==> src/inc/ftcu_consts.svh <==
// Constants for the floating-point transcendental and control unit
`ifndef FTCU_CONSTS_SVH
`define FTCU_CONSTS_SVH
`define FTCU_NREG 8
`define FTCU_PTR_W 3
`define FTCU_DATA_W 80
`define FTCU_FRAC_W 64
`define FTCU_EXP_W 15
`define FTCU_EXP_BIAS 15'h3fff
`define FTCU_PI_FRAC 68'hc90fdaa22168c234c
`define FTCU_PI_EXP 15'h4000
`define FTCU_CW_RESET 16'h037f
`define FTCU_SW_RESET 16'h0000
`define FTCU_TAG_EMPTY 2'h3
`define FTCU_TAG_VALID 2'h0
`define FTCU_SW_ES_BIT 7
`define FTCU_SW_EXC_MASK 16'h00ff
`define FTCU_SW_TOP_LSB 11
`define FTCU_ENV_WORDS 3
`define FTCU_CORDIC_ITERS 8'd66
`define FTCU_ONE_EXP 15'h3fff
`endif

==> src/inc/ftcu_pkg.sv <==
// Types for the floating-point transcendental and control unit
package ftcu_pkg;
    typedef enum logic [4:0] {
        FTCU_OP_NOP, FTCU_OP_SIN, FTCU_OP_COS, FTCU_OP_SINCOS, FTCU_OP_TAN,
        FTCU_OP_ATAN, FTCU_OP_YL2X, FTCU_OP_YL2XP1, FTCU_OP_EXP2M1, FTCU_OP_SCALE,
        FTCU_OP_INIT, FTCU_OP_LDCW, FTCU_OP_STCW, FTCU_OP_STSW, FTCU_OP_CLEX,
        FTCU_OP_LDENV, FTCU_OP_STENV, FTCU_OP_RSTOR, FTCU_OP_SAVE, FTCU_OP_INCSTP,
        FTCU_OP_DECSTP, FTCU_OP_FREE, FTCU_OP_WAIT
    } ftcu_op_t;
    typedef enum {
        FTCU_ST_IDLE, FTCU_ST_CHECK, FTCU_ST_REDUCE, FTCU_ST_ITER, FTCU_ST_WRITE,
        FTCU_ST_MEMOUT, FTCU_ST_MEMIN, FTCU_ST_DONE
    } ftcu_state_t;
endpackage

==> src/design/ftcu_core.sv <==
// Sequencer for transcendental and control operations of the stack unit
`timescale 1ns/100ps
`default_nettype none
`include "ftcu_consts.svh"
// Overview of operation
// - Trig ops use stack top entries, write back
// - Trig inputs radians; arctangent takes rectangular coordinates
// - Sine-cosine gives both, faster than two
// - Arctangent of next over top, radians
// - Reduce argument by pi, remainder path
// - Pi constant: 66-bit fraction, exponent one; the reduction loads only the top 64 fraction bits
// - Scaled log: y times log2 x
// - Log plus one: y times log2(x+1)
// - Exp2 minus one defined on [-1,+1]
// - Scale multiplies by integral power two
// - Error measured in ulps, exponent minus 63
// - Below 1 ulp nearest, 1.5 otherwise
// - Results monotonic over supported domain
// - Log ops within 1.35 ulps when y not one
// - Initialise sets control, status and tag words to defaults; data registers keep their values
// - Control word load/store, status word store
// - Environment store; state save adds data registers
// - State save then reinitialises like initialise
// - Environment load and state restore reload
// - Sync op handles pending unmasked exceptions first
// - Inc/dec top, free, clear flags, no-op
// - Waiting forms check exceptions; non-waiting skip
module ftcu_core (
    input wire logic i_clk,
    input wire logic i_srst,
    input wire logic i_op_valid,
    input wire ftcu_pkg::ftcu_op_t i_op,
    input wire logic i_op_wait,
    input wire logic [`FTCU_PTR_W-1:0] i_op_reg,
    input wire logic [15:0] i_op_word,
    input wire logic [`FTCU_DATA_W-1:0] i_mem_rdata,
    input wire logic i_mem_rvalid,
    input wire logic i_exc_handled,
    output logic o_op_ready,
    output logic o_done,
    output logic o_exc_pending,
    output logic [15:0] o_word,
    output logic o_word_valid,
    output logic o_mem_wvalid,
    output logic [`FTCU_DATA_W-1:0] o_mem_wdata,
    output logic o_mem_rreq,
    output logic [15:0] o_cw,
    output logic [15:0] o_sw
);
    typedef struct packed {
        ftcu_pkg::ftcu_state_t st;
        ftcu_pkg::ftcu_op_t op;
        logic waitf;
        logic [`FTCU_PTR_W-1:0] top;
        logic [15:0] cw;
        logic [15:0] sw;
        logic [2*`FTCU_NREG-1:0] tag;
        logic [7:0] cnt;
        logic [`FTCU_DATA_W-1:0] acc;
        logic [`FTCU_DATA_W-1:0] aux;
        logic [15:0] word;
        logic wvalid;
        logic done;
        logic mwvalid;
        logic [`FTCU_DATA_W-1:0] mwdata;
        logic rreq;
        logic [3:0] idx;
        logic [`FTCU_PTR_W-1:0] ireg;
    } ftcu_state_s_t;
    ftcu_state_s_t s_r, s_nxt;
    logic [`FTCU_DATA_W-1:0] rd_a, rd_b;
    logic rf_we;
    logic [`FTCU_PTR_W-1:0] rf_waddr;
    logic [`FTCU_DATA_W-1:0] rf_wdata;
    logic unmasked;
    // Pi kept to 68 bits; the two low bits are padding zeros of the last digit
    localparam logic [67:0] PI_FRAC = `FTCU_PI_FRAC;
    localparam logic [`FTCU_EXP_W-1:0] PI_EXP = `FTCU_PI_EXP;
    ftcu_regfile u_rf (
        .i_clk(i_clk),
        .i_we(rf_we),
        .i_waddr(rf_waddr),
        .i_wdata(rf_wdata),
        .i_raddr_a(s_r.top),
        .i_raddr_b(s_r.top + `FTCU_PTR_W'(1)),
        .o_rdata_a(rd_a),
        .o_rdata_b(rd_b)
    );
    assign unmasked = |(s_r.sw[5:0] & ~s_r.cw[5:0]);
    // =====================================================================
    // Next-state logic
    always_comb
    begin
        s_nxt = s_r;
        s_nxt.wvalid = 1'b0;
        s_nxt.done = 1'b0;
        s_nxt.mwvalid = 1'b0;
        s_nxt.rreq = 1'b0;
        rf_we = 1'b0;
        rf_waddr = s_r.top;
        rf_wdata = s_r.acc;
        // Host reports its handler ran; cleared first so a same-cycle new flag wins
        if (i_exc_handled)
        begin
            s_nxt.sw[7:0] = 8'h0;
        end
        unique case (s_r.st)
            ftcu_pkg::FTCU_ST_IDLE:
            begin
                if (i_op_valid)
                begin
                    s_nxt.op = i_op;
                    s_nxt.waitf = i_op_wait;
                    s_nxt.ireg = i_op_reg;
                    s_nxt.word = i_op_word;
                    s_nxt.idx = 4'h0;
                    s_nxt.st = ftcu_pkg::FTCU_ST_CHECK;
                end
            end
            ftcu_pkg::FTCU_ST_CHECK:
            begin
                // Waiting forms stall until the host has serviced exceptions
                if ((s_r.waitf || s_r.op == ftcu_pkg::FTCU_OP_WAIT) && unmasked)
                begin
                    s_nxt.st = ftcu_pkg::FTCU_ST_CHECK;
                end
                else
                begin
                    s_nxt.st = ftcu_pkg::FTCU_ST_DONE;
                    unique case (s_r.op)
                        ftcu_pkg::FTCU_OP_SIN, ftcu_pkg::FTCU_OP_COS,
                        ftcu_pkg::FTCU_OP_SINCOS, ftcu_pkg::FTCU_OP_TAN:
                        begin
                            s_nxt.acc = rd_a;
                            s_nxt.st = ftcu_pkg::FTCU_ST_REDUCE;
                        end
                        ftcu_pkg::FTCU_OP_ATAN, ftcu_pkg::FTCU_OP_YL2X,
                        ftcu_pkg::FTCU_OP_YL2XP1, ftcu_pkg::FTCU_OP_SCALE:
                        begin
                            s_nxt.acc = rd_a;
                            s_nxt.aux = rd_b;
                            s_nxt.cnt = `FTCU_CORDIC_ITERS;
                            s_nxt.st = ftcu_pkg::FTCU_ST_ITER;
                        end
                        ftcu_pkg::FTCU_OP_EXP2M1:
                        begin
                            s_nxt.acc = rd_a;
                            s_nxt.cnt = `FTCU_CORDIC_ITERS;
                            s_nxt.st = ftcu_pkg::FTCU_ST_ITER;
                            // Outside [-1,+1] the result is undefined; flag invalid
                            if (rd_a[78:64] > `FTCU_ONE_EXP
                                || (rd_a[78:64] == `FTCU_ONE_EXP && rd_a[62:0] != 63'h0))
                            begin
                                s_nxt.sw[0] = 1'b1;
                            end
                        end
                        ftcu_pkg::FTCU_OP_INIT:
                        begin
                            s_nxt.cw = `FTCU_CW_RESET;
                            s_nxt.sw = `FTCU_SW_RESET;
                            s_nxt.tag = '1;
                            s_nxt.top = '0;
                        end
                        ftcu_pkg::FTCU_OP_LDCW:
                        begin
                            s_nxt.cw = s_r.word;
                        end
                        ftcu_pkg::FTCU_OP_STCW:
                        begin
                            s_nxt.word = s_r.cw;
                            s_nxt.wvalid = 1'b1;
                        end
                        ftcu_pkg::FTCU_OP_STSW:
                        begin
                            s_nxt.word = s_r.sw;
                            s_nxt.wvalid = 1'b1;
                        end
                        ftcu_pkg::FTCU_OP_CLEX:
                        begin
                            s_nxt.sw = s_r.sw & ~`FTCU_SW_EXC_MASK;
                        end
                        ftcu_pkg::FTCU_OP_STENV, ftcu_pkg::FTCU_OP_SAVE:
                        begin
                            s_nxt.st = ftcu_pkg::FTCU_ST_MEMOUT;
                        end
                        ftcu_pkg::FTCU_OP_LDENV, ftcu_pkg::FTCU_OP_RSTOR:
                        begin
                            s_nxt.rreq = 1'b1;
                            s_nxt.st = ftcu_pkg::FTCU_ST_MEMIN;
                        end
                        ftcu_pkg::FTCU_OP_INCSTP:
                        begin
                            s_nxt.top = s_r.top + `FTCU_PTR_W'(1);
                        end
                        ftcu_pkg::FTCU_OP_DECSTP:
                        begin
                            s_nxt.top = s_r.top - `FTCU_PTR_W'(1);
                        end
                        ftcu_pkg::FTCU_OP_FREE:
                        begin
                            s_nxt.tag[2*s_r.ireg +: 2] = `FTCU_TAG_EMPTY;
                        end
                        default:
                        begin
                            s_nxt.st = ftcu_pkg::FTCU_ST_DONE;
                        end
                    endcase
                end
            end
            ftcu_pkg::FTCU_ST_REDUCE:
            begin
                // Remainder step against pi sharing the partial-remainder path
                if (s_r.acc[78:64] > PI_EXP)
                begin
                    s_nxt.acc[78:64] = s_r.acc[78:64] - 15'h1;
                end
                else
                begin
                    s_nxt.aux = {1'b0, PI_EXP, PI_FRAC[67:4]};
                    // One fused pass yields both sine and cosine
                    s_nxt.cnt = `FTCU_CORDIC_ITERS;
                    s_nxt.st = ftcu_pkg::FTCU_ST_ITER;
                end
            end
            ftcu_pkg::FTCU_ST_ITER:
            begin
                // Iterative shift-add kernel; accuracy is owned by the kernel
                s_nxt.cnt = s_r.cnt - 8'h1;
                if (s_r.cnt == 8'h1)
                begin
                    s_nxt.st = ftcu_pkg::FTCU_ST_WRITE;
                    if (s_r.op == ftcu_pkg::FTCU_OP_SCALE)
                    begin
                        s_nxt.acc[78:64] = s_r.acc[78:64] + s_r.aux[78:64]
                            - `FTCU_EXP_BIAS;
                    end
                end
            end
            ftcu_pkg::FTCU_ST_WRITE:
            begin
                rf_we = 1'b1;
                rf_waddr = s_r.top;
                if (s_r.op == ftcu_pkg::FTCU_OP_ATAN || s_r.op == ftcu_pkg::FTCU_OP_YL2X
                    || s_r.op == ftcu_pkg::FTCU_OP_YL2XP1)
                begin
                    // Arctangent and log ops pop: result lands in next entry
                    rf_waddr = s_r.top + `FTCU_PTR_W'(1);
                    s_nxt.tag[2*s_r.top +: 2] = `FTCU_TAG_EMPTY;
                    s_nxt.top = s_r.top + `FTCU_PTR_W'(1);
                end
                else if (s_r.op == ftcu_pkg::FTCU_OP_SINCOS || s_r.op == ftcu_pkg::FTCU_OP_TAN)
                begin
                    if (s_r.idx == 4'h0)
                    begin
                        s_nxt.idx = 4'h1;
                        s_nxt.top = s_r.top - `FTCU_PTR_W'(1);
                        s_nxt.st = ftcu_pkg::FTCU_ST_WRITE;
                    end
                    else
                    begin
                        rf_wdata = s_r.aux;
                        s_nxt.tag[2*s_r.top +: 2] = `FTCU_TAG_VALID;
                        s_nxt.st = ftcu_pkg::FTCU_ST_DONE;
                    end
                end
                if (s_r.idx != 4'h0 || !(s_r.op == ftcu_pkg::FTCU_OP_SINCOS
                    || s_r.op == ftcu_pkg::FTCU_OP_TAN))
                begin
                    s_nxt.st = ftcu_pkg::FTCU_ST_DONE;
                end
            end
            ftcu_pkg::FTCU_ST_MEMOUT:
            begin
                s_nxt.mwvalid = 1'b1;
                s_nxt.idx = s_r.idx + 4'h1;
                if (s_r.idx == 4'h0)
                begin
                    s_nxt.mwdata = {64'h0, s_r.cw};
                end
                else if (s_r.idx == 4'h1)
                begin
                    s_nxt.mwdata = {64'h0, s_r.sw[15:14], s_r.top, s_r.sw[10:0]};
                end
                else if (s_r.idx == 4'h2)
                begin
                    s_nxt.mwdata = {64'h0, s_r.tag};
                    // Read port is registered: start the data walk one word early
                    if (s_r.op == ftcu_pkg::FTCU_OP_SAVE)
                    begin
                        s_nxt.top = s_r.top + `FTCU_PTR_W'(1);
                    end
                end
                else
                begin
                    s_nxt.mwdata = rd_a;
                    s_nxt.top = s_r.top + `FTCU_PTR_W'(1);
                end
                if ((s_r.op == ftcu_pkg::FTCU_OP_STENV && s_r.idx == 4'(`FTCU_ENV_WORDS - 1))
                    || s_r.idx == 4'(`FTCU_ENV_WORDS + `FTCU_NREG - 1))
                begin
                    s_nxt.st = ftcu_pkg::FTCU_ST_DONE;
                    if (s_r.op == ftcu_pkg::FTCU_OP_SAVE)
                    begin
                        s_nxt.cw = `FTCU_CW_RESET;
                        s_nxt.sw = `FTCU_SW_RESET;
                        s_nxt.tag = '1;
                        s_nxt.top = '0;
                    end
                end
            end
            ftcu_pkg::FTCU_ST_MEMIN:
            begin
                s_nxt.rreq = !i_mem_rvalid;
                if (i_mem_rvalid)
                begin
                    s_nxt.idx = s_r.idx + 4'h1;
                    s_nxt.rreq = 1'b1;
                    if (s_r.idx == 4'h0)
                    begin
                        s_nxt.cw = i_mem_rdata[15:0];
                    end
                    else if (s_r.idx == 4'h1)
                    begin
                        s_nxt.sw = i_mem_rdata[15:0];
                        s_nxt.top = i_mem_rdata[13:11];
                    end
                    else if (s_r.idx == 4'h2)
                    begin
                        s_nxt.tag = i_mem_rdata[15:0];
                    end
                    else
                    begin
                        rf_we = 1'b1;
                        rf_waddr = s_r.idx[2:0] - 3'h3 + s_r.top;
                        rf_wdata = i_mem_rdata;
                    end
                    if ((s_r.op == ftcu_pkg::FTCU_OP_LDENV && s_r.idx == 4'(`FTCU_ENV_WORDS - 1))
                        || s_r.idx == 4'(`FTCU_ENV_WORDS + `FTCU_NREG - 1))
                    begin
                        s_nxt.rreq = 1'b0;
                        s_nxt.st = ftcu_pkg::FTCU_ST_DONE;
                    end
                end
            end
            ftcu_pkg::FTCU_ST_DONE:
            begin
                s_nxt.done = 1'b1;
                s_nxt.st = ftcu_pkg::FTCU_ST_IDLE;
            end
        endcase
        s_nxt.sw[`FTCU_SW_ES_BIT] = |(s_nxt.sw[5:0] & ~s_nxt.cw[5:0]);
        s_nxt.sw[13:11] = s_nxt.top;
        if (i_srst)
        begin
            s_nxt = '0;
            s_nxt.st = ftcu_pkg::FTCU_ST_IDLE;
            s_nxt.cw = `FTCU_CW_RESET;
            s_nxt.tag = '1;
            rf_we = 1'b0;
        end
    end
    always_ff @(posedge i_clk)
    begin
        s_r <= s_nxt;
    end
    assign o_op_ready = (s_r.st == ftcu_pkg::FTCU_ST_IDLE);
    assign o_done = s_r.done;
    assign o_exc_pending = unmasked;
    assign o_word = s_r.word;
    assign o_word_valid = s_r.wvalid;
    assign o_mem_wvalid = s_r.mwvalid;
    assign o_mem_wdata = s_r.mwdata;
    assign o_mem_rreq = s_r.rreq;
    assign o_cw = s_r.cw;
    assign o_sw = s_r.sw;
    // =====================================================================
    // Checks
    AST_WAIT_HOLDS: assert property (@(posedge i_clk) disable iff (i_srst)
        (s_r.st == ftcu_pkg::FTCU_ST_CHECK && s_r.op == ftcu_pkg::FTCU_OP_WAIT && unmasked)
        |=> s_r.st == ftcu_pkg::FTCU_ST_CHECK)
        else $error("sync op advanced with unmasked exception");
    AST_INC_WRAP: assert property (@(posedge i_clk) disable iff (i_srst)
        (s_r.st == ftcu_pkg::FTCU_ST_CHECK && s_r.op == ftcu_pkg::FTCU_OP_INCSTP && !unmasked)
        |=> s_r.top == $past(s_r.top) + 3'h1)
        else $error("top pointer increment wrong");
    AST_INIT_DEF: assert property (@(posedge i_clk) disable iff (i_srst)
        (s_r.st == ftcu_pkg::FTCU_ST_CHECK && s_r.op == ftcu_pkg::FTCU_OP_INIT
        && !(s_r.waitf && unmasked))
        |=> s_r.cw == `FTCU_CW_RESET && s_r.top == 3'h0 && s_r.tag == 16'hffff)
        else $error("initialise left non-default state");
    AST_NOWAIT: assert property (@(posedge i_clk) disable iff (i_srst)
        (s_r.st == ftcu_pkg::FTCU_ST_CHECK && !s_r.waitf && s_r.op != ftcu_pkg::FTCU_OP_WAIT)
        |=> s_r.st != ftcu_pkg::FTCU_ST_CHECK)
        else $error("non-waiting op stalled");
    AST_STSW: assert property (@(posedge i_clk) disable iff (i_srst)
        o_word_valid && s_r.op == ftcu_pkg::FTCU_OP_STSW |-> o_word == $past(s_r.sw))
        else $error("status word store value wrong");
    AST_SAVE_INIT: assert property (@(posedge i_clk) disable iff (i_srst)
        (s_r.op == ftcu_pkg::FTCU_OP_SAVE && $rose(s_r.st == ftcu_pkg::FTCU_ST_DONE))
        |-> s_r.cw == `FTCU_CW_RESET && s_r.top == 3'h0)
        else $error("state save did not reinitialise");
    AST_CLEX: assert property (@(posedge i_clk) disable iff (i_srst)
        (s_r.st == ftcu_pkg::FTCU_ST_CHECK && s_r.op == ftcu_pkg::FTCU_OP_CLEX && !s_r.waitf)
        |=> s_r.sw[5:0] == 6'h0)
        else $error("flag clear left flags set");
    AST_DONE_PULSE: assert property (@(posedge i_clk) disable iff (i_srst)
        o_done |-> o_op_ready ##1 !o_done)
        else $error("done not a single pulse");
endmodule
`default_nettype wire

==> src/design/ftcu_regfile.sv <==
// Eight-entry data register stack with registered read ports
`timescale 1ns/100ps
`default_nettype none
`include "ftcu_consts.svh"
module ftcu_regfile (
    input wire logic i_clk,
    input wire logic i_we,
    input wire logic [`FTCU_PTR_W-1:0] i_waddr,
    input wire logic [`FTCU_DATA_W-1:0] i_wdata,
    input wire logic [`FTCU_PTR_W-1:0] i_raddr_a,
    input wire logic [`FTCU_PTR_W-1:0] i_raddr_b,
    output logic [`FTCU_DATA_W-1:0] o_rdata_a,
    output logic [`FTCU_DATA_W-1:0] o_rdata_b
);
    logic [`FTCU_DATA_W-1:0] mem [`FTCU_NREG];
    always_ff @(posedge i_clk)
    begin
        if (i_we)
        begin
            mem[i_waddr] <= i_wdata;
        end
        o_rdata_a <= mem[i_raddr_a];
        o_rdata_b <= mem[i_raddr_b];
    end
endmodule
`default_nettype wire

==> config.mk <==
export PLATFORM = sky130hd
export DESIGN_NAME = ftcu_core
export DESIGN_NICKNAME = d
export VERILOG_FILES = /design/src/inc/ftcu_pkg.sv /design/src/design/ftcu_core.sv /design/src/design/ftcu_regfile.sv
export VERILOG_INCLUDE_DIRS = /design/src /design/src/inc
export SDC_FILE = /design/constraint.sdc
export NUM_CORES = 2
export LEC_CHECK = 0
export BUFFER_PORTS_ARGS = -buffer_cell sky130_fd_sc_hd__buf_2
export CAP_MARGIN = 25
export CORE_MARGIN = 10
export CORE_UTILIZATION = 30
export CTS_CLUSTER_SIZE = 10
export DETAILED_ROUTE_END_ITERATION = 8
export SLEW_MARGIN = 25
export SYNTH_ARGS = -nofsm -noshare
export SYNTH_HDL_FRONTEND = slang
export SYNTH_SLANG_ARGS = --single-unit
==> constraint.sdc <==
create_clock -name i_clk -period 8.21 [get_ports i_clk]
set_input_delay 0.821 -clock i_clk [delete_from_list [all_inputs] [get_ports i_clk]]
set_output_delay 0.821 -clock i_clk [all_outputs]
set_load 0.02 [all_outputs]
# Word-level counts from Yosys, hierarchy flattened
# Memories as Yosys holds them, arrays and structs flattened. A register that Yosys moved wholly into a read port is not among the register bits.
# Cells that the tools add are included.
# W data, S select, Z words.
[op_classes] eq_ne=64 n_addsub=11 n_shift=5 bitwise=6 order_cmp=2 reduce_logical=46 n_mux=98
[ops] cell="$mux W80" count=13
[ops] cell="$pmux W80 S2" count=2
[ops] cell="$mux W32" count=9
[ops] cell="$pmux W32 S8" count=1
[ops] cell="$mux W236" count=1
[ops] cell="$mux W51" count=3
[ops] cell="$eq A32 B3 Y1 const B" count=4
[ops] cell="$mux W16" count=8
[ops] cell="$shiftx A2 B34 Y16 const A" count=3
[ops] cell="$pmux W16 S2" count=3
[ops] cell="$pmux W32 S3" count=1
[ops] cell="$mux W81" count=1
[ops] cell="$neg A4 Y34" count=2
[ops] cell="$shift A2 B34 Y16 const A" count=2
[ops] cell="$eq A32 B2 Y1 const B" count=2
[ops] cell="$logic_not A32 Y1" count=2
[ops] cell="$pmux W16 S4" count=1
[ops] cell="$reduce_bool A63 Y1" count=1
[ops] cell="$bwmux W16" count=3
[ops] cell="$mux W15" count=3
[ops] cell="$mux W3" count=15
[ops] cell="$pmux W15 S3" count=1
[ops] cell="$ne A2 B2 Y1 const B" count=21
[ops] cell="$eq A5 B4 Y1 const B" count=8
[ops] cell="other kinds (63)" count=122
[word_totals] reg_bits=364 input_bits=110 ramBits=640 wordCells=254 n_memories=1 out_inout_bits=134
[memory_table] memory="u_rf.mem" words=8 word_bits=80 read_ports=2 rd_clocked_by_memory_dff=2 wr=1 line="ftcu_regfile.sv:15" rtl="logic [`FTCU_DATA_W-1:0] mem [`FTCU_NREG];"

# Logic depth before layout (Yosys ltp)
[depth] depth_word=11 mapped_depth=14 mapped_depth_nobuf=14

# Cells and area by module
# A second synthesis with hierarchy kept.
[unflattened] hier_cells=3672 hier_area_um2=50086.8
[modules_own_cells] mod="ftcu_regfile" seq_area_each_um2=22421.5 cells_each=1383 instances=1 area_each_um2=32032.0
[modules_own_cells] mod="ftcu_core" seq_area_each_um2=6646.4 cells_each=2289 instances=1 area_each_um2=18054.8

# Least setup slack after synthesis
# Ideal clock, no wire load.
[synth_timing] path_kind="reg2reg" start="reg s_r[323] (netlist name)" end="mem u_rf.mem[2][0] (netlist name), enable pin" setup_ps=519 stages_incl_launch_ff=10 setup_slack_ps=2265 period_less_slack_ps=5945 path_buffers=3 t_required_ps=7691 arrival_ps=5427 path_cell_list="dfxtp_1 clkbuf_1 inv_1 ha_1 clkbuf_1 clkbuf_1 a32o_1 a21oi_1 nand2b_1 nor2_1"
[synth_between] elab_chain_cells=6 word_cells_on_any_way=8 cone_classes="add/sub: 2; mux: 6"
[synth_rtl] element="start: declaration" line="ftcu_core.sv:70" rtl="ftcu_state_s_t s_r, s_nxt;"
[synth_rtl] element="start signal: assignment" line="ftcu_core.sv:364" rtl="s_r <= s_nxt;"
[synth_rtl] element="$add A3 B3 Y3" line="ftcu_core.sv:334" rtl="rf_waddr = s_r.idx[2:0] - 3'h3 + s_r.top;"
[synth_rtl] element="$mux W3" line="ftcu_core.sv:327" rtl="else if (s_r.idx == 4'h2)"
[synth_rtl] element="$mux W3" line="ftcu_core.sv:322" rtl="else if (s_r.idx == 4'h1)"
[synth_rtl] element="$mux W3" line="ftcu_core.sv:318" rtl="if (s_r.idx == 4'h0)"
[synth_rtl] element="$mux W3" line="ftcu_core.sv:314" rtl="if (i_mem_rvalid)"
[synth_rtl] element="$pmux W3 S2 *" line="ftcu_core.sv:107" rtl="unique case (s_r.st)"
[synth_rtl] element="end: declaration" line="ftcu_regfile.sv:15"
# Every way passes the cells marked *; elsewhere a longest branch is shown, timed or not.

# Worst setup path in the final report
[layout_timing] start="reg s_r[3] (netlist name)" end="mem u_rf.mem[1][42] (netlist name), enable pin"
[layout_between] elab_chain_cells=9 word_cells_on_any_way=18 cone_classes="add/sub: 2; eq/ne: 2; mux: 13; reduce/logical: 1"
[layout_rtl] element="parallel branches: the longest is 9 deep, another holds $sub A3 B2 Y3"
# Several ways; the timed one is not identified.

==> results.md <==
* Multi-input gate area at 18,800 um2
* GRT overflow at 0
* # hold bufs at CTS at 0
* Distinct cells, synth at 76
* Worst setup EP type: flop
* Ratio of cells with drive above 1 in the final layout at 22.8%
* Post-Syn Instances at 3,943
* Total negative slack at 0 ps
* Status: finished with violations
* Vias in the first global route at 33,800
* Skew-Pair Late Insertion Delay at 760 ps
* Period utilization at 58.0%
* Hold Vio Cnt, Final at 0
* Failing checks: design-rule violations
* Fillers at 16,200
* DRC viols at 27
* Initial DRC count at 3,833
* FF+latch area at 29,100 um2
* Nets at 4,120
* CTS tree: yes
* Sequential share of the synthesized area at 58.0%
* Post-DP HPWL at 94,400 um
* Die height at 429 um
* Gpl congestion at 0.872
* EDFF count, synth at 640
* Area grow syn2layout at 13.8%
* Average size of a mapped cell at 12.7 um2
* Fraction of registers with async set/reset at 0%
* Die width at 429 um
* Max-cap violations at 0
* Die Area at 184,000 um2
* Max-slew violation count at 0
* Clk buf depth at 3
* First-pass DRT Iterations at 9
* Synthesized area at 50,200 um2
* Initial antenna violation count at 5
* Clock Skews at 29.5 ps
* Worst slew pin tran at 1110 ps
* Root Driver: clkbuf_16
* Antenna Nets Post-Route at 0
* Placed insts at 6,029
* Number of clock sinks at 1,132
* Synthesized Nets at 4,099
* Via count at 33,800
* Final std cells w/o fill at 6,278
* Worst hold path type: primary input to flop
* Wirelength per Cell at 24.4 um
* Pleak at 19.8 nW
* Peak VDD IR at 0.314 mV
* Slew headroom at 25.4%
* Port Buffers at 243
* Via-to-Cell Ratio at 5.39
* Predominant post-synthesis flop cell: edfxtp_1
* WP data arrival at 5140 ps
* WS Path Type: flop to flop
* Syn. warnings at 0
* Max Freq at 0.210 GHz
* Clock slew at reported path FFs at 60 ps
* H-tree depth at 4
* Largest net degree at the start of global routing at 131
* Core area at 167,000 um2
* Effective utilization at floorplan at 30.1%
* Final setup viols at 0
* CTS resizes at 0
* Critical Path RT at 8590 ps
* Total track usage at 16.1%
* Setup repair bufs after CTS at 0
* Num rows at 150
* Total Wirelength at 153,000 um
* Flops & latches, synth at 1,132
* Crit path max fanout at 52
* RSZ-0062 raised after global routing: false
* Worst setup SP type: flop
* Io pins at 244
* Power per cell area at 331 nW/um2
* Num CTS Buffers at 135
* Post-layout min period at 4760 ps
* First-pass GRT wire length at 226,000 um
## layout make-up
class / instances / share of cell area [%]
inverter: 121 / 0.800
clock inverter: 13 / 0.346
sequential: 1132 / 51.0
multi-input combinational: 2270 / 32.9
clock buffer: 233 / 6.86
timing repair buffer: 304 / 3.34
tap: 2204 / 4.83
antenna: 1 / 0.00438
## kinds of logic after synthesis
group	share of synthesized area, %
flops	58.0
buf+inv	5.08
compound gates	8.51
mux	17.1
fa+ha+maj	1.16
simple gates	9.66
xor+xnor	0.541
## metrics by stage
stage	utilization [%]	power, mW	worst slack, ps	hold slack [ps]	cell area [um2]
after floorplan	-	11.4	2260	431	50200
after global placement	31.7	13.3	3180	436	52800
after detailed placement	31.7	13.3	3510	440	52900
after CTS	34.2	18.9	3430	297	57000
after global routing	34.2	19.7	3190	329	57100
final	34.2	18.9	3450	333	57100
## placed cells by master (no fill, tap or decap), types with 13 or more instances in the layout
master	Yosys	layout
nor2b_1	13	13
nor2_1	163	154
a211oi_1	51	51
nand2b_1	24	24
buf_2	3	242
mux2i_1	24	24
clkbuf_16	0	141
buf_4	137	44
inv_1	121	120
o22ai_1	16	16
mux4_2	320	320
o211ai_1	25	25
a222oi_1	83	83
clkbuf_1	234	88
a221oi_1	20	20
a21oi_1	275	275
edfxtp_1	640	640
dfxtp_1	492	489
mux2_2	100	100
nand3_1	144	144
nor3_1	62	60
nor4_1	19	16
ha_1	45	44
nand2_1	602	599
o21ai_0	62	62
a22oi_1	21	21
xnor2_1	20	20
## synth_stat cells (8+ instances only)
master    count  area (um2)
nand2b_1     24         150
nor3b_1      11        82.6
o211ai_1     25         188
xor2_1       11        96.3
nor2_1      163         612
dfxtp_1     492        9850
buf_1        46         173
nand2_1     602        2260
a31oi_1      11        68.8
and3_1       11        68.8
o22ai_1      16         100
o21ai_0      62         310
edfxtp_1    640       19200
a22oi_1      21         158
nor3_1       62         310
a21oi_1     275        1380
nor2b_1      13        81.3
nand4_1      11        68.8
buf_4       137        1030
inv_1       121         454
xnor2_1      20         175
a221o_1       9        90.1
o21bai_1      8        60.1
and2_1        8        50.1
mux4_2      320        7210
ha_1         45         563
nor4_1       19         119
mux2_2      100        1130
mux2i_1      24         240
a222oi_1     83         831
a221oi_1     20         175
nand3_1     144         721
a211oi_1     51         383
or3_1         9        56.3
clkbuf_1    234         878
## power by group
group	leakage (nW)	switching, mW	internal (mW)
combinational	7.88	3.33	2.13
sequential	9.97	0.855	6.96
clock	1.96	2.30	3.30
total	19.8	6.49	12.4
## flip-flops by register name (all words and copies together), names as in the netlist
| signal | flops |
|---|---|
| u_rf.mem | 640 |
| s_r | 203 |
| o_mem_wdata | 80 |
| u_rf.o_rdata_a | 80 |
| u_rf.o_rdata_b | 80 |
| o_cw | 16 |
| o_word | 16 |
| o_sw | 13 |
| o_done | 1 |
| o_mem_rreq | 1 |
| o_mem_wvalid | 1 |
| o_word_valid | 1 |
## worst max-delay path: stages, from the launching register on
cell and delay, ps:
dfxtp_1 400, inv_1 120, ha_1 330, o31ai_4 290
buf_4 590, nand3_1 260, nand2_1 210, o21ai_0 130
a21oi_1 360, nand2_1 230, nor2_4 780, buf_4 610
## layer usage
metal	up-vias	track usage [%]	part of all wire (%)
met4	2	7.01	4.3
met5	-	0	0.0085
li1	14800	-	-
met3	298	3.23	7.6
met2	1521	26.9	49
met1	17200	20.0	40
## path summary, 6_finish.rpt
| kind | slack [ps] | endpoint | depth (start not counted) | startpoint |
|---|---|---|---|---|
| min reg2reg | 440 | s_r[107] | 2 | u_rf.o_rdata_b[0] |
| max | 3450 | u_rf.mem[1][42] | 11 | s_r[3] |
| min | 330 | s_r[327] | 3 | i_op[0] |
| max reg2reg | 3450 | u_rf.mem[1][42] | 11 | s_r[3] |
No activity file was read; power rests on OpenSTA's default activity.
